<file path="src/design/asram_map.svh">
`ifndef ASRAM_MAP_SVH
`define ASRAM_MAP_SVH

// Clock period in picoseconds (250 MHz)
`define ASRAM_CLK_PS 4000
// Timing figures in ns, default is the slow grade
`define ASRAM_T_READ_CYCLE_NS 70
`define ASRAM_T_ADDR_TO_DATA_NS 70
`define ASRAM_T_DATA_HOLD_NS 10
`define ASRAM_T_SELECT_TO_WRITE_END_NS 50
`define ASRAM_T_WRITE_PULSE_NS 40
`define ASRAM_T_WRITE_DATA_SETUP_NS 40
`define ASRAM_T_WRITE_TO_FLOAT_NS 20
`define ASRAM_T_WRITE_END_TO_DRIVE_NS 5
`define ASRAM_T_DRIVE_TO_FLOAT_NS 20
// Cycle counts, rounded up
`define ASRAM_CYC(ns) ((((ns) * 1000) + `ASRAM_CLK_PS - 1) / `ASRAM_CLK_PS)
// Page field of the word address
`define ASRAM_PAGE_LSB 4
`define ASRAM_ADDR_W 16
`define ASRAM_DATA_W 16

`endif

</file>
<file path="src/design/asram_pkg.sv">
package asram_pkg;
    typedef enum logic [2:0] {
        ASRAM_IDLE = 3'b000,
        ASRAM_READ = 3'b001,
        ASRAM_WSET = 3'b010,
        ASRAM_WPULSE = 3'b011,
        ASRAM_WREC = 3'b100,
        ASRAM_RFLOAT = 3'b101
    } asram_state_t;
endpackage : asram_pkg

</file>
<file path="src/design/asram_ctrl.sv">
// Notes on behaviour
// - Read data within 70/55 ns of select or address; reads spaced that far.
// - Select held 50/40 ns before write end; strobe pulse at least 40 ns.
// - Write address stable 50/40 ns before write end; may change after.
// - Byte selects asserted 50/40 ns before write end.
// - Write data valid 40/35 ns before write end; removable right after.
// - Page reads keep bits 4..15 fixed and step bits 0..3.
`timescale 1ns/1ns
`include "asram_map.svh"

module asram_ctrl #(
    parameter int T_READ_CYCLE_NS = `ASRAM_T_READ_CYCLE_NS,
    parameter int T_ADDR_TO_DATA_NS = `ASRAM_T_ADDR_TO_DATA_NS,
    parameter int T_SEL_TO_WEND_NS = `ASRAM_T_SELECT_TO_WRITE_END_NS,
    parameter int T_WPULSE_NS = `ASRAM_T_WRITE_PULSE_NS,
    parameter int T_WDATA_NS = `ASRAM_T_WRITE_DATA_SETUP_NS,
    parameter int T_WEND_DRIVE_NS = `ASRAM_T_WRITE_END_TO_DRIVE_NS,
    parameter int T_FLOAT_NS = `ASRAM_T_DRIVE_TO_FLOAT_NS
) (
    // Clock and reset
    input wire logic clock_i,
    input wire logic nrst_i,
    // User request
    input wire logic req_valid_i,
    input wire logic req_write_i,
    input wire logic [`ASRAM_ADDR_W-1:0] req_addr_i,
    input wire logic [`ASRAM_DATA_W-1:0] req_wdata_i,
    input wire logic [1:0] req_bytes_i,
    output logic req_ready_o,
    // User read answer
    output logic rsp_valid_o,
    output logic [`ASRAM_DATA_W-1:0] rsp_rdata_o,
    // Memory pins
    output logic [`ASRAM_ADDR_W-1:0] mem_addr_o,
    output logic select_low_active_o,
    output logic select_high_active_o,
    output logic write_strobe_n_o,
    output logic output_drive_n_o,
    output logic upper_byte_sel_n_o,
    output logic lower_byte_sel_n_o,
    output logic [`ASRAM_DATA_W-1:0] mem_data_o,
    output logic mem_data_oe_o,
    input wire logic [`ASRAM_DATA_W-1:0] mem_data_i
);
    import asram_pkg::*;

    function automatic logic [7:0] cyc(input int ns);
        cyc = 8'(`ASRAM_CYC(ns));
    endfunction : cyc

    function automatic logic [7:0] max2(input logic [7:0] a, input logic [7:0] b);
        max2 = (a > b) ? a : b;
    endfunction : max2

    // Read wait covers cycle time, access time and the two synchroniser stages
    localparam logic [7:0] RD_CYC = max2(cyc(T_READ_CYCLE_NS), cyc(T_ADDR_TO_DATA_NS)) + 8'h02;
    localparam logic [7:0] WSET_CYC = cyc(T_FLOAT_NS);
    localparam logic [7:0] WP_CYC = max2(max2(cyc(T_WPULSE_NS), cyc(T_WDATA_NS)),
                                         cyc(T_SEL_TO_WEND_NS));
    localparam logic [7:0] WREC_CYC = cyc(T_WEND_DRIVE_NS);

    ////////////////////////////////////////////////////////////////////////////
    asram_state_t state_q;
    logic [7:0] cnt_q;
    logic [`ASRAM_DATA_W-1:0] sync1_q;
    logic [`ASRAM_DATA_W-1:0] sync2_q;

    // Read data pins are asynchronous to our clock
    always_ff @(posedge clock_i) begin
        sync1_q <= mem_data_i;
        sync2_q <= sync1_q;
    end

    wire logic take = req_valid_i && req_ready_o;
    wire logic cnt_done = (cnt_q == 8'h00);

    ////////////////////////////////////////////////////////////////////////////
    always_ff @(posedge clock_i) begin
        if (!nrst_i) begin
            state_q <= ASRAM_IDLE;
            cnt_q <= 8'h00;
        end else begin
            case (state_q)
                ASRAM_IDLE: begin
                    if (take && req_write_i) begin
                        state_q <= ASRAM_WSET;
                        cnt_q <= WSET_CYC - 8'h01;
                    end else if (take) begin
                        state_q <= ASRAM_READ;
                        cnt_q <= RD_CYC - 8'h01;
                    end
                end
                ASRAM_READ: begin
                    if (cnt_done) begin
                        state_q <= ASRAM_RFLOAT;
                        cnt_q <= cyc(T_FLOAT_NS) - 8'h01;
                    end else begin
                        cnt_q <= cnt_q - 8'h01;
                    end
                end
                ASRAM_RFLOAT: begin
                    // Keep our driver off until the memory has let go of the bus
                    if (cnt_done) begin
                        state_q <= ASRAM_IDLE;
                    end else begin
                        cnt_q <= cnt_q - 8'h01;
                    end
                end
                ASRAM_WSET: begin
                    if (cnt_done) begin
                        state_q <= ASRAM_WPULSE;
                        cnt_q <= WP_CYC - 8'h01;
                    end else begin
                        cnt_q <= cnt_q - 8'h01;
                    end
                end
                ASRAM_WPULSE: begin
                    if (cnt_done) begin
                        state_q <= ASRAM_WREC;
                        cnt_q <= WREC_CYC - 8'h01;
                    end else begin
                        cnt_q <= cnt_q - 8'h01;
                    end
                end
                ASRAM_WREC: begin
                    if (cnt_done) begin
                        state_q <= ASRAM_IDLE;
                    end else begin
                        cnt_q <= cnt_q - 8'h01;
                    end
                end
                default: begin
                    state_q <= ASRAM_IDLE;
                    cnt_q <= 8'h00;
                end
            endcase
        end
    end

    ////////////////////////////////////////////////////////////////////////////
    // Pin drive: address, bytes and data are latched at accept; bytes are released in idle, address and data hold to the next accept
    always_ff @(posedge clock_i) begin
        if (!nrst_i) begin
            mem_addr_o <= 16'h0000;
            mem_data_o <= 16'h0000;
            upper_byte_sel_n_o <= 1'b1;
            lower_byte_sel_n_o <= 1'b1;
        end else if (take) begin
            mem_addr_o <= req_addr_i;
            mem_data_o <= req_wdata_i;
            lower_byte_sel_n_o <= ~req_bytes_i[0];
            upper_byte_sel_n_o <= ~req_bytes_i[1];
        end else if (state_q == ASRAM_IDLE) begin
            upper_byte_sel_n_o <= 1'b1;
            lower_byte_sel_n_o <= 1'b1;
        end
    end

    always_ff @(posedge clock_i) begin
        if (!nrst_i) begin
            select_low_active_o <= 1'b1;
            select_high_active_o <= 1'b0;
        end else begin
            // Standby between accesses saves power
            select_low_active_o <= !(take || (state_q != ASRAM_IDLE));
            select_high_active_o <= take || (state_q != ASRAM_IDLE);
        end
    end

    wire logic enter_wp = (state_q == ASRAM_WSET) && cnt_done;
    wire logic stay_wp = (state_q == ASRAM_WPULSE) && !cnt_done;
    wire logic enter_rd = take && !req_write_i;
    wire logic stay_rd = (state_q == ASRAM_READ) && !cnt_done;

    always_ff @(posedge clock_i) begin
        if (!nrst_i) begin
            write_strobe_n_o <= 1'b1;
            output_drive_n_o <= 1'b1;
            mem_data_oe_o <= 1'b0;
        end else begin
            write_strobe_n_o <= !(enter_wp || stay_wp);
            output_drive_n_o <= !(enter_rd || stay_rd);
            // Drive data only in write states; output drive is already high there
            mem_data_oe_o <= enter_wp || stay_wp ||
                             ((state_q == ASRAM_WSET) && (cnt_q == 8'h00));
        end
    end

    ////////////////////////////////////////////////////////////////////////////
    always_ff @(posedge clock_i) begin
        if (!nrst_i) begin
            rsp_valid_o <= 1'b0;
            rsp_rdata_o <= 16'h0000;
            req_ready_o <= 1'b0;
        end else begin
            rsp_valid_o <= (state_q == ASRAM_READ) && cnt_done;
            if ((state_q == ASRAM_READ) && cnt_done) begin
                rsp_rdata_o <= sync2_q;
            end
            req_ready_o <= (state_q == ASRAM_IDLE) && !take &&
                           !(state_q == ASRAM_IDLE && req_ready_o && req_valid_i);
            if (((state_q == ASRAM_RFLOAT) || (state_q == ASRAM_WREC)) && cnt_done) begin
                req_ready_o <= 1'b1;
            end
        end
    end
endmodule : asram_ctrl

</file>
<file path="config.mk">
export PLATFORM = sky130hd
export DESIGN_NAME = asram_ctrl
export DESIGN_NICKNAME = d
export VERILOG_FILES = /design/src/design/asram_pkg.sv /design/src/design/asram_ctrl.sv
export VERILOG_INCLUDE_DIRS = /design/src /design/src/design
export SDC_FILE = /design/constraint.sdc
export NUM_CORES = 1
export LEC_CHECK = 0
export ABC_AREA = 1
export BUFFER_PORTS_ARGS = -buffer_cell sky130_fd_sc_hd__buf_2
export CAP_MARGIN = 0
export CORE_ASPECT_RATIO = 0.6
export CORE_MARGIN = 10
export CORE_UTILIZATION = 49
export DETAILED_ROUTE_END_ITERATION = 6
export PLACE_DENSITY = 0.78
export SETUP_SLACK_MARGIN = 0.2
export SYNTH_ARGS = -nofsm -noshare
export SYNTH_HDL_FRONTEND = slang
export SYNTH_SLANG_ARGS = --single-unit
</file>
<file path="constraint.sdc">
create_clock -name clock_i -period 1.95 [get_ports clock_i]
set_input_delay 0.0975 -clock clock_i [delete_from_list [all_inputs] [get_ports clock_i]]
set_output_delay 0.0975 -clock clock_i [all_outputs]
set_load 0.02 [all_outputs]
</file>
==> summary.md, run 1 <==
| Metric | Value |
|---|---|
| Status | `finished, final reports clean` |
| Total CTS buffers | `9` |
| DR DRC count | `0` |
| Hold Crit Class | `in2reg` |
| Synth area leaders | `dfxtp_1 59%, nor2_1 13%, o21ai_0 8.3%, nand2_1 5.2%, inv_1 1.9%` |
| Core area | `~6700 um^2` |
| Post-Synthesis Cells | `around 400` |
| Synth unique cells | `28` |
| DR vias | `approximately 3000` |
| Uppermost layer routed | `met4` |
| Final hold vios | `0` |
| Leakage power | `roughly 2.2 nW` |
| Tmin final | `1.57 ns` |
| Met3 WL post-DR | `between 1 and 1.5 mm` |
| Cell depth of the worst setup path | `11` |
| Max_cap viols | `0` |
| Setup crit end | `cnt_q[2]$_SDFFE_PN0P_` |
| Worst Path Buf+Inv | `2` |
| Avg Cell Area, Syn | `8.43 um^2` |
| CP delay by family, top | `simple AND/OR/NAND/NOR gates` |
| Worst Reg-to-Reg Cells | `11` |
| Max Clock Skew | `0.00838 ns` |
| Period utilization | `80.6%` |
| Fillers | `between 500 and 600` |
| Worst r2r src | `cnt_q[1]$_SDFFE_PN0P_` |
| Vias in the first global route | `a little under 3000` |
| Slowest stage cell, crit path | `dfxtp_1` |
| FP Rows | `23` |
| Global placer's final weighted congestion | `about 0.95` |
| Largest net degree at the start of global routing | `30` |
| CTS Buffer Depth | `2` |
| Drt via density | `4.82` |
| Clock sink total | `100` |
| CP required | `approximately 2.2 ns` |
| Peak VDD IR | `about 0.8 mV` |
| Total Routing Usage GR | `16.5%` |
| Power Dens Cells | `1540 nW/um^2` |
| Crit path largest cell delay | `0.31 ns` |
| Starting density of the core | `between 50 and 60%` |
| Final number of setup-violating endpoints | `0` |
| Synth warn | `0` |
| # diodes | `0` |
| IO buf count | `between 100 and 150` |
| Chip height | `~84 um` |
| Crit end category | `register` |
| CP dominant cell by count | `nand2_1` |
| Yosys top cell area share | `between 50 and 60%` |
| Die width | `~130 um` |
| Global-route wire length before repair | `~14 mm` |
| WP data arrival | `around 1.8 ns` |
| DIE AREA | `roughly 11000 um^2` |
| Reg2Reg Setup Slack | `approximately 0.38 ns` |
| Final Slew Violations | `0` |
| Routed wl met2 | `3.67 mm` |
| Post-Route M1 WL | `~3.8 mm` |
| Setup TNS | `0 ns` |
| H-tree levels | `3` |
| Max-slew headroom | `~72%` |
| #FFs+latches synth | `100` |
| Yosys top cell by area | `dfxtp_1` |
| Clk pin slew, worst setup/hold paths | `around 0.070 ns` |
| Mapped Nets | `between 400 and 500` |
| Total wire length | `around 9 mm` |
| Nets@finish | `590` |
| P&R area growth vs syn | `34.2%` |
| Starting DRT DRC Count | `between 150 and 200` |
| Top-Level Pins | `~110` |
| Least-Margin Pin Slew | `0.416 ns` |
| Post-Syn Area | `around 3400 um^2` |
| Clock root buffer | `clkbuf_16` |
| Multi-input logic area | `around 1200 um^2` |
| Routed Antenna Nets | `0` |
| WL/cell | `around 14 um` |
| Setup CP Type | `reg2reg` |
| Unrepaired setup endpoints after global routing | `false` |
| Initial antenna violation count | `0` |
| Fmax | `around 640 MHz` |
| Register area share after synthesis | `just under 60%` |
| Worst-path cell chain | `inv_1, ha_4, nand2_2, nor2_4, nand3_2, nand2_4, nor2_4, nand2_1, inv_2, nand2_1, nand2_1` |
| Sequential cell area | `around 2000 um^2` |
| Pre-antenna DRT Iters | `5` |
| Critical Path Start Type | `register` |
| Clock Latency Late Sink | `~0.34 ns` |
| RR Endpoint | `cnt_q[2]$_SDFFE_PN0P_` |
| Share of cells above drive strength 1 | `between 20% and 30%` |
| Detailed Place HPWL | `between 6 and 7 mm` |
| GRT Residual Overflow | `0` |
| Hold Slack | `between 0.01 and 0.015 ns` |
| CTS tree | `done` |
| Worst Setup SP | `cnt_q[1]$_SDFFE_PN0P_` |
| CP Max Fanout | `6` |
tightest hold or removal path: cells and delay by family:
family / cells / cell delay, ns
and+or+nand+nor: 1 / 0.08
buffers and inverters: 1 / 0.07
AOI/OAI and AO/OA: 1 / 0.07
metal layers:
metal / GRT usage (%) / vias up
met2: 23.9 / 173
met4: 5.87 / 0
met3: 9.60 / 12
li1: - / 1541
met5: 0 / -
met1: 19.9 / 1296
per-stage QoR:
stage	instance area [um^2]	instances	worst slack [ns]	util, %	total power, mW
3_5_place_dp	4030	591	0.179	60.0	5.15
5_1_grt	4540	627	0.209	67.8	7.49
4_1_cts	4520	625	0.217	67.4	6.99
6_report	4540	627	0.379	67.8	7.01
3_3_place_gp	4030	591	0.283	60.0	5.10
2_1_floorplan	3390	402	0.434	-	4.45
placed cells by master, fill, tap and decap left out:
master and count:
nor2_1 115, clkinvlp_4 1, buf_4 8, nand4_1 3
clkinv_4 1, bufinv_16 1, inv_4 2, a211oi_1 1
a21oi_1 5, nor2_4 4, nand3_2 1, inv_1 16
ha_4 1, nand2_1 47, nand2_2 3, buf_2 110
inv_6 2, o21ai_0 56, clkbuf_16 9, nor2_2 2
nor2_8 1, clkbuf_8 1, xnor2_1 1, nor3_1 1
clkinv_2 1, a31oi_1 1, o21ai_1 4, nand3_1 9
clkinv_1 1, dfxtp_1 100, xor2_1 4, nand2_4 4
inv_2 6, dlygate4sd3_1 18
how the worst min path moves through the flow:
stage	from	to	cells past startpoint
after global placement	mem_data_i[11]	sync1_q[11]$_DFF_P_	1
final	req_addr_i[8]	mem_addr_o[8]$_SDFFE_PN0P_	3
after global routing	req_wdata_i[12]	mem_data_o[12]$_SDFFE_PN0P_	3
after floorplan	mem_data_i[0]	sync1_q[0]$_DFF_P_	0
after CTS	req_addr_i[8]	mem_addr_o[8]$_SDFFE_PN0P_	3
after detailed placement	mem_data_i[8]	sync1_q[8]$_DFF_P_	1
power breakdown:
part / leakage (nW) / switching (mW) / total, mW / internal, mW
combinational: 1.26 / 1.69 / 2.56 / 0.869
sequential: 0.826 / 0.222 / 2.66 / 2.44
clock: 0.149 / 0.750 / 1.79 / 1.04
cell usage after synthesis (all sizes together):
cell type  number
a211oi          1
a21oi           5
a31oi           1
buf             3
clkbuf         11
clkinv          1
dfxtp         100
ha              1
inv            24
nand2          54
nand3          10
nand4           3
nor2          122
nor3            1
o21ai          60
xnor2           1
xor2            4
area by class of cell:
cell class	instances	share of cell area, %
clock buffer	10	5.26
clock inverter	6	1.51
inverter	25	2.18
multi-input combinational	263	27.2
sequential	100	44.1
tap	87	2.40
timing repair buffer	136	17.4
sequential cells by signal, indices dropped and copies added, names as in the netlist:
signal	cells
state_q	3
output_drive_n_o	1
select_low_active_o	1
cnt_q	8
sync1_q	16
select_high_active_o	1
rsp_rdata_o	16
req_ready_o	1
mem_data_oe_o	1
sync2_q	16
rsp_valid_o	1
mem_addr_o	16
upper_byte_sel_n_o	1
mem_data_o	16
write_strobe_n_o	1
lower_byte_sel_n_o	1
repair_timing:
action,CTS,global route
resized for setup,1,4
cloned,0,0
endpoints found under the hold margin,18,0
setup buffers,0,2
hold buffers,18,0
pin swaps,0,1
endpoints found under the setup margin,16,23
cell families (layout without fill, tap and decap cells):
group                      Yosys count  after routing  synth area share, %
AOI/OAI and AO/OA                   67             67                 10.0
adders and majority gates            1              1                0.369
and+or+nand+nor                    190            190                 24.5
buffers and inverters               39            177                 4.77
xor gates and xnor gates             5              5                 1.29
DFF                                100            100                 59.1
(Power assumes the default switching activity.)
==> inputs of run 2 (changes only) <==
--- a/config.mk
+++ b/config.mk
@@ -6,14 +6,14 @@
 export SDC_FILE = /design/constraint.sdc
 export NUM_CORES = 1
 export LEC_CHECK = 0
-export ABC_AREA = 1
+export ABC_AREA = 0
 export BUFFER_PORTS_ARGS = -buffer_cell sky130_fd_sc_hd__buf_2
 export CAP_MARGIN = 0
 export CORE_ASPECT_RATIO = 0.6
 export CORE_MARGIN = 10
-export CORE_UTILIZATION = 49
+export CORE_UTILIZATION = 45
 export DETAILED_ROUTE_END_ITERATION = 6
-export PLACE_DENSITY = 0.78
+export PLACE_DENSITY = 0.75
 export SETUP_SLACK_MARGIN = 0.2
 export SYNTH_ARGS = -nofsm -noshare
 export SYNTH_HDL_FRONTEND = slang
==> constraint.sdc (replaced) <==
create_clock -name clock_i -period 1.4 [get_ports clock_i]
set_input_delay 0.07 -clock clock_i [delete_from_list [all_inputs] [get_ports clock_i]]
set_output_delay 0.07 -clock clock_i [all_outputs]
set_load 0.02 [all_outputs]
==> summary.md, run 2 <==
| Metric | Value |
|---|---|
| CTS Buffer Depth | `2 (unchanged)` |
| Tmin final | `1.83 ns (+0.257 ns)` |
| Final hold vios | `0 (unchanged)` |
| CTS tree | `done` |
| Clock Latency Late Sink | `0.34 ns (about the same)` |
| CP required | `1.63 ns (-0.55 ns)` |
| Routed wl met2 | `5.14 mm (+40%)` |
| Core area | `7270 um^2 (+8.4%)` |
| Max_cap viols | `0 (unchanged)` |
| Most used DFF post-synth | `dfxtp_1` |
| Drt via density | `4.91 (+2.0%)` |
| Total Routing Usage GR | `18.4% (+1.8 points)` |
| Synth area leaders | `dfxtp_1 60%, nand2_1 8.8%, a21oi_1 5.2%, mux2i_1 4.8%, nor2_1 2.8%` |
| Critical Path Start Type | `register` |
| Avg Cell Area, Syn | `9.61 um^2 (+14%)` |
| Period utilization | `131% (+50 points)` |
| IO buf count | `110 (unchanged)` |
| DR vias | `3258 (+7.8%)` |
| Most frequent cells in the layout | `110 x buf_2, 95 x dfxtp_1, 76 x nand2_1` |
| # diodes | `0 (unchanged)` |
| RR Endpoint | `cnt_q[5]$_SDFFE_PN0P_` |
| Leakage power | `2.48 nW (+11%)` |
| Yosys top cell area share | `59.5% (+0.42 points)` |
| Initial antenna violation count | `0 (unchanged)` |
| Top post-synthesis cells by count | `100 x dfxtp_1, 79 x nand2_1, 35 x a21oi_1, 25 x nor2_1` |
| Most common cell in the synthesized netlist | `dfxtp_1` |
| Die width | `132 um (+3.4%)` |
| Post-Route M1 WL | `4.73 mm (+25%)` |
| Chip height | `87.0 um (+3.0%)` |
| Placed cells | `588 (-0.51%)` |
| Unrepaired setup endpoints after global routing | `true` |
| Clk pin slew, worst setup/hold paths | `0.07 ns (about the same)` |
| GRT Residual Overflow | `0 (unchanged)` |
| Synth unique cells | `47 (+68%)` |
| Nets@finish | `609 (+3.2%)` |
| Post-Synthesis Cells | `350 (-13%)` |
| Crit end category | `register` |
| Fin cells | `663 (+5.7%)` |
| Async S/R FF share, synth | `0% (unchanged)` |
| Final number of setup-violating endpoints | `32 (+32)` |
| Max Clock Skew | `0.00702 ns (-0.00136 ns)` |
| Post-Syn Area | `3360 um^2 (-0.70%)` |
| H-tree levels | `3 (unchanged)` |
| Clock sink total | `100 (unchanged)` |
| Setup slack after layout | `-0.429 ns (-0.807 ns)` |
| Hold Slack | `0.0180 ns (+0.00673 ns)` |
| Final Slew Violations | `0 (unchanged)` |
| Hold Path Depth | `2 (-1)` |
| Fmax | `547 MHz (-14%)` |
| Setup CP Type | `reg2reg` |
| Status | `finished, violations left` |
| Starting DRT DRC Count | `162 (-13%)` |
| Worst Setup SP | `cnt_q[0]$_SDFFE_PN0P_` |
| Vias in the first global route | `3267 (+12%)` |
| P&R area growth vs syn | `60.9%` |
| Routed Antenna Nets | `0 (unchanged)` |
| DIE AREA | `11400 um^2 (+6.5%)` |
| Pre-antenna DRT Iters | `4 (-1)` |
| FP Rows | `24 (+4.3%)` |
| Total CTS buffers | `9 (unchanged)` |
| Hold Crit Class | `in2reg` |
| Most common library cell in the layout ignoring fill and taps | `buf_2` |
| Failing checks | `setup timing` |
| Global placer's final weighted congestion | `0.883 (-6.8%)` |
| Top-Level Pins | `111 (unchanged)` |
| WP data arrival | `2.06 ns (+0.26 ns)` |
| #FFs+latches synth | `100 (unchanged)` |
| DR DRC count | `0 (unchanged)` |
| Total power | `10.8 mW (+54%)` |
| Min-delay src | `nrst_i` |
| Worst r2r src | `cnt_q[0]$_SDFFE_PN0P_` |
| Largest net degree at the start of global routing | `33 (+10%)` |
| Clock root buffer | `clkbuf_16` |
| Mapped Nets | `405 (-11%)` |
| Detailed Place HPWL | `7.13 mm (+12%)` |
| Register area share after synthesis | `59.5% (+0.42 points)` |
| Final core utilization | `74.5% (+6.7 points)` |
| Share of cells above drive strength 1 | `37.6% (+8.3 points)` |
| Power Dens Cells | `2000 nW/um^2 (+30%)` |
| Worst Reg-to-Reg Cells | `6 (-5)` |
| Max-slew headroom | `76.6% (+4.5 points)` |
| Met3 WL post-DR | `860 um (-35%)` |
| WL/cell | `16.4 um (+16%)` |
| Uppermost layer routed | `met4` |
| Total wire length | `10.9 mm (+22%)` |
| Post-synth EDFFs | `0 (unchanged)` |
| CP Max Fanout | `8 (+2)` |
| Peak VDD IR | `1.22 mV (+49%)` |
| Yosys top cell by area | `dfxtp_1` |
| Least-Margin Pin Slew | `0.352 ns (-0.0642 ns)` |
| Starting density of the core | `46.3% (-4.2 points)` |
| Synth warn | `0 (unchanged)` |
| Reg2Reg Setup Slack | `-0.43 ns (-0.81 ns)` |
| Global-route wire length before repair | `17.1 mm (+18%)` |
| Worst Hold Path EP | `state_q[2]$_SDFFE_PN0P_` |
[run 2: cell types whose count changed after synthesis, moves of 5 or more]
| cell | change |
|---|---|
| nor2_1 | -90 |
| o21ai_0 | -54 |
| nand2_1 | +32 |
| a21oi_1 | +30 |
| mux2i_1 | +16 |
| inv_1 | -10 |
| nand3_1 | -8 |
| clkbuf_1 | +5 |
| inv_2 | -5 |
| nor3_1 | +5 |
| or3_1 | +5 |
[run 2: routing by layer]
layer / vias to the layer above / track usage, %
li1: 1613 / -
met1: 1521 / 21.2
met2: 108 / 30.8
met3: 16 / 8.29
met4: 0 / 4.62
met5: - / 0
[run 2: cells by family (layout without fill, tap and decap cells)]
family	after synthesis	count (layout)	share of synthesized area, %
fa+ha+maj	1	1	0.372
buf+inv	29	238	3.35
xor+xnor	2	2	0.521
compound gates	70	70	14.4
simple gates	132	132	17.1
flops	100	100	59.5
mux	16	16	4.76
[run 2: where the power goes]
part | switching [mW] | internal (mW)
clock | 1.07 | 1.27
combinational | 2.54 | 2.38
sequential | 0.266 | 3.29
total | 3.88 | 6.94
[run 2: repair_timing]
action | 4_1_cts | 5_1_grt
hold buffers | 49 | 0
resized for setup | 13 | 16
hold endpoints to repair | 49 | 0
setup endpoints to repair | 64 | 40
cloned | 2 | 1
setup buffers | 5 | 2
pin swaps | 2 | 5
[run 2: worst max-delay path by stage]
stage	endpoint	slack [ns]
after floorplan	cnt_q[5]$_SDFFE_PN0P_	-0.37
after global placement	cnt_q[5]$_SDFFE_PN0P_	-0.40
after detailed placement	cnt_q[5]$_SDFFE_PN0P_	-0.40
after CTS	cnt_q[5]$_SDFFE_PN0P_	-0.41
after global routing	cnt_q[1]$_SDFFE_PN0P_	-0.48
final	cnt_q[5]$_SDFFE_PN0P_	-0.43
[run 2: critical path: stages, from the launching register on]
cell      delay (ns)
dfxtp_2         0.32
inv_2           0.07
ha_4            0.12
or4b_4          0.54
o311ai_4        0.31
nor4_1          0.10
a32o_1          0.25
[run 2: final cells by class]
class	instances	area [um^2]
tap	104	130
sequential	100	2010
clock buffer	11	243
fill	520	1860
timing repair buffer	214	1580
multi-input combinational	221	1380
clock inverter	5	41.3
inverter	8	30.0
[run 2: per-stage QoR]
step | setup TNS, ns | setup WS [ns] | cell area [um^2]
detailed placement | -8.81 | -0.404 | 4380
CTS | -9.69 | -0.409 | 5290
global route | -13.05 | -0.481 | 5410
finish | -10.45 | -0.429 | 5410
global placement | -7.63 | -0.402 | 4380
floorplan | -5.64 | -0.369 | 3440
==> inputs of run 3 (changes only) <==
--- a/config.mk
+++ b/config.mk
@@ -15,6 +15,7 @@
 export DETAILED_ROUTE_END_ITERATION = 6
 export PLACE_DENSITY = 0.75
 export SETUP_SLACK_MARGIN = 0.2
+export SKIP_CTS_REPAIR_TIMING = 1
 export SYNTH_ARGS = -nofsm -noshare
 export SYNTH_HDL_FRONTEND = slang
 export SYNTH_SLANG_ARGS = --single-unit
==> summary.md, run 3 (synthesis gave the netlist of run 2 again) <==
| Metric | Value |
|---|---|
| Post-route design area | `5320 um^2 (-1.6%)` |
| Hold Slack | `-0.0269 ns (-0.0449 ns)` |
| H-tree levels | `3 (unchanged)` |
| WL/cell | `16.2 um (-1.1%)` |
| Reg2Reg Setup Slack | `-0.46 ns (-0.03 ns)` |
| Clock Latency Late Sink | `0.34 ns (about the same)` |
| Leakage power | `2.47 nW (-0.31%)` |
| Most frequent cells in the layout | `110 x buf_2, 95 x dfxtp_1, 76 x nand2_1` |
| Max-slew headroom | `73.2% (-3.3 points)` |
| Fillers | `545 (+4.8%)` |
| Final core utilization | `73.2% (-1.2 points)` |
| Total wire length | `10.7 mm (-1.6%)` |
| Starting density of the core | `46.3% (unchanged)` |
| Worst Reg-to-Reg Cells | `7 (+1)` |
| DR DRC count | `0 (unchanged)` |
| GRT Residual Overflow | `0 (unchanged)` |
| Clock sink total | `100 (unchanged)` |
| Clock root buffer | `clkbuf_16` |
| Period utilization | `133% (+2.0 points)` |
| Unrepaired setup endpoints after global routing | `true` |
| Final hold vios | `4 (+4)` |
| RR Endpoint | `cnt_q[0]$_SDFFE_PN0P_` |
| Die width | `132 um (unchanged)` |
| Vias in the first global route | `2894 (-11%)` |
| Setup CP Type | `reg2reg` |
| Total Routing Usage GR | `15.7% (-2.7 points)` |
| Initial antenna violation count | `0 (unchanged)` |
| Most common library cell in the layout ignoring fill and taps | `buf_2` |
| Worst Hold Path EP | `mem_data_o[4]$_SDFFE_PN0P_` |
| DIE AREA | `11400 um^2 (unchanged)` |
| Largest net degree at the start of global routing | `33 (unchanged)` |
| # diodes | `0 (unchanged)` |
| Fmax | `539 MHz (-1.5%)` |
| Power Dens Cells | `2010 nW/um^2 (+0.76%)` |
| P&R area growth vs syn | `58.3%` |
| Worst slack at placement | `-0.404 ns (unchanged)` |
| CTS tree | `done` |
| Final number of setup-violating endpoints | `31 (-3.1%)` |
| IO buf count | `110 (unchanged)` |
| Detailed Place HPWL | `7.13 mm (unchanged)` |
| Min-delay src | `req_wdata_i[4]` |
| Final Slew Violations | `0 (unchanged)` |
| Status | `finished, violations left` |
| Critical Path Start Type | `register` |
| Core area | `7270 um^2 (unchanged)` |
| Clk pin slew, worst setup/hold paths | `0.07 ns (about the same)` |
| Hold Crit Class | `in2reg` |
| DR vias | `3213 (-1.4%)` |
| Placed cell areas | `4380 um^2 (unchanged)` |
| Global placer's final weighted congestion | `0.883 (unchanged)` |
| Max_cap viols | `0 (unchanged)` |
| CP Max Fanout | `7 (-1)` |
| Total CTS buffers | `9 (unchanged)` |
| Top-Level Pins | `111 (unchanged)` |
| Multi-input logic area | `1340 um^2 (-3.2%)` |
| Setup slack after layout | `-0.457 ns (-0.0280 ns)` |
| Share of cells above drive strength 1 | `37.3% (-0.27 points)` |
| WP data arrival | `2.08 ns (+0.02 ns)` |
| Failing checks | `hold timing, setup timing` |
| Starting DRT DRC Count | `186 (+15%)` |
| Peak VDD IR | `1.19 mV (-2.2%)` |
| Tmin final | `1.86 ns (+0.0280 ns)` |
| Global-route wire length before repair | `14.6 mm (-15%)` |
| CP required | `1.63 ns (about the same)` |
| Pre-antenna DRT Iters | `5 (+1)` |
| FP Rows | `24 (unchanged)` |
| Hold Path Depth | `3 (+1)` |
| CTS Buffer Depth | `2 (unchanged)` |
| Max Clock Skew | `0.00570 ns (-0.00133 ns)` |
| Crit end category | `register` |
| Least-Margin Pin Slew | `0.402 ns (+0.0502 ns)` |
| Drt via density | `4.88 (-0.78%)` |
| Routed Antenna Nets | `0 (unchanged)` |
| Worst r2r src | `cnt_q[0]$_SDFFE_PN0P_` |
| Chip height | `87.0 um (unchanged)` |
| Sequential cell area | `2010 um^2 (unchanged)` |
| Setup TNS | `-11.37 ns (-0.923 ns)` |
| Nets@finish | `605 (-0.66%)` |
## run 3: cell types whose count changed in the layout (fill, tap and decap cells not counted), moves of 2 or more
| cell | before | now |
|---|---|---|
| dlygate4sd3_1 | 49 | 43 |
| buf_4 | 44 | 47 |
| buf_16 | 2 | 0 |
| buf_6 | 4 | 2 |
| clkbuf_16 | 10 | 12 |
| mux2i_1 | 14 | 16 |
## run 3: report_power, final
group / total [mW] / switching (mW) / leakage [nW] / internal [mW]
Combinational: 4.83 / 2.48 / 1.51 / 2.36
Clock: 2.34 / 1.07 / 0.133 / 1.27
Sequential: 3.55 / 0.260 / 0.826 / 3.29
## run 3: layer usage
metal	global-route usage [%]	wire, um
met1	19.9	4630
met2	23.3	5040
met3	7.60	908
met4	4.22	102
met5	0	0
## run 3: cell type report
cell class              count  share of cell area [%]
well taps                 104                    2.44
inverters                   8                   0.564
multi-input cells         221                    25.1
repair buffers            210                    28.8
clock buffers              11                    4.56
clock inverters             5                   0.776
flip-flops and latches    100                    37.8
## run 3: how the worst max path moves through the flow
stage                                     start                    end  cells after the start
after global placement    cnt_q[0]$_SDFFE_PN0P_  cnt_q[5]$_SDFFE_PN0P_                      6
after floorplan           cnt_q[0]$_SDFFE_PN0P_  cnt_q[5]$_SDFFE_PN0P_                      7
final                     cnt_q[0]$_SDFFE_PN0P_  cnt_q[0]$_SDFFE_PN0P_                      7
after global routing      cnt_q[0]$_SDFFE_PN0P_  cnt_q[3]$_SDFFE_PN0P_                      7
after detailed placement  cnt_q[0]$_SDFFE_PN0P_  cnt_q[5]$_SDFFE_PN0P_                      6
after CTS                 cnt_q[0]$_SDFFE_PN0P_  cnt_q[5]$_SDFFE_PN0P_                      6
## run 3: critical path, cell delays in order, from the launching register on
cell,delay (ns)
dfxtp_2,0.32
inv_2,0.08
ha_4,0.13
or4b_4,0.53
buf_4,0.18
nor2_4,0.15
o31ai_1,0.10
a32o_1,0.25
## run 3: metrics by stage
| step | power (mW) | std cells |
|---|---|---|
| CTS | 10.0 | 604 |
| detailed placement | 7.65 | 588 |
| global placement | 7.57 | 588 |
| global route | 11.3 | 659 |
| finish | 10.7 | 659 |
| floorplan | 6.02 | 350 |
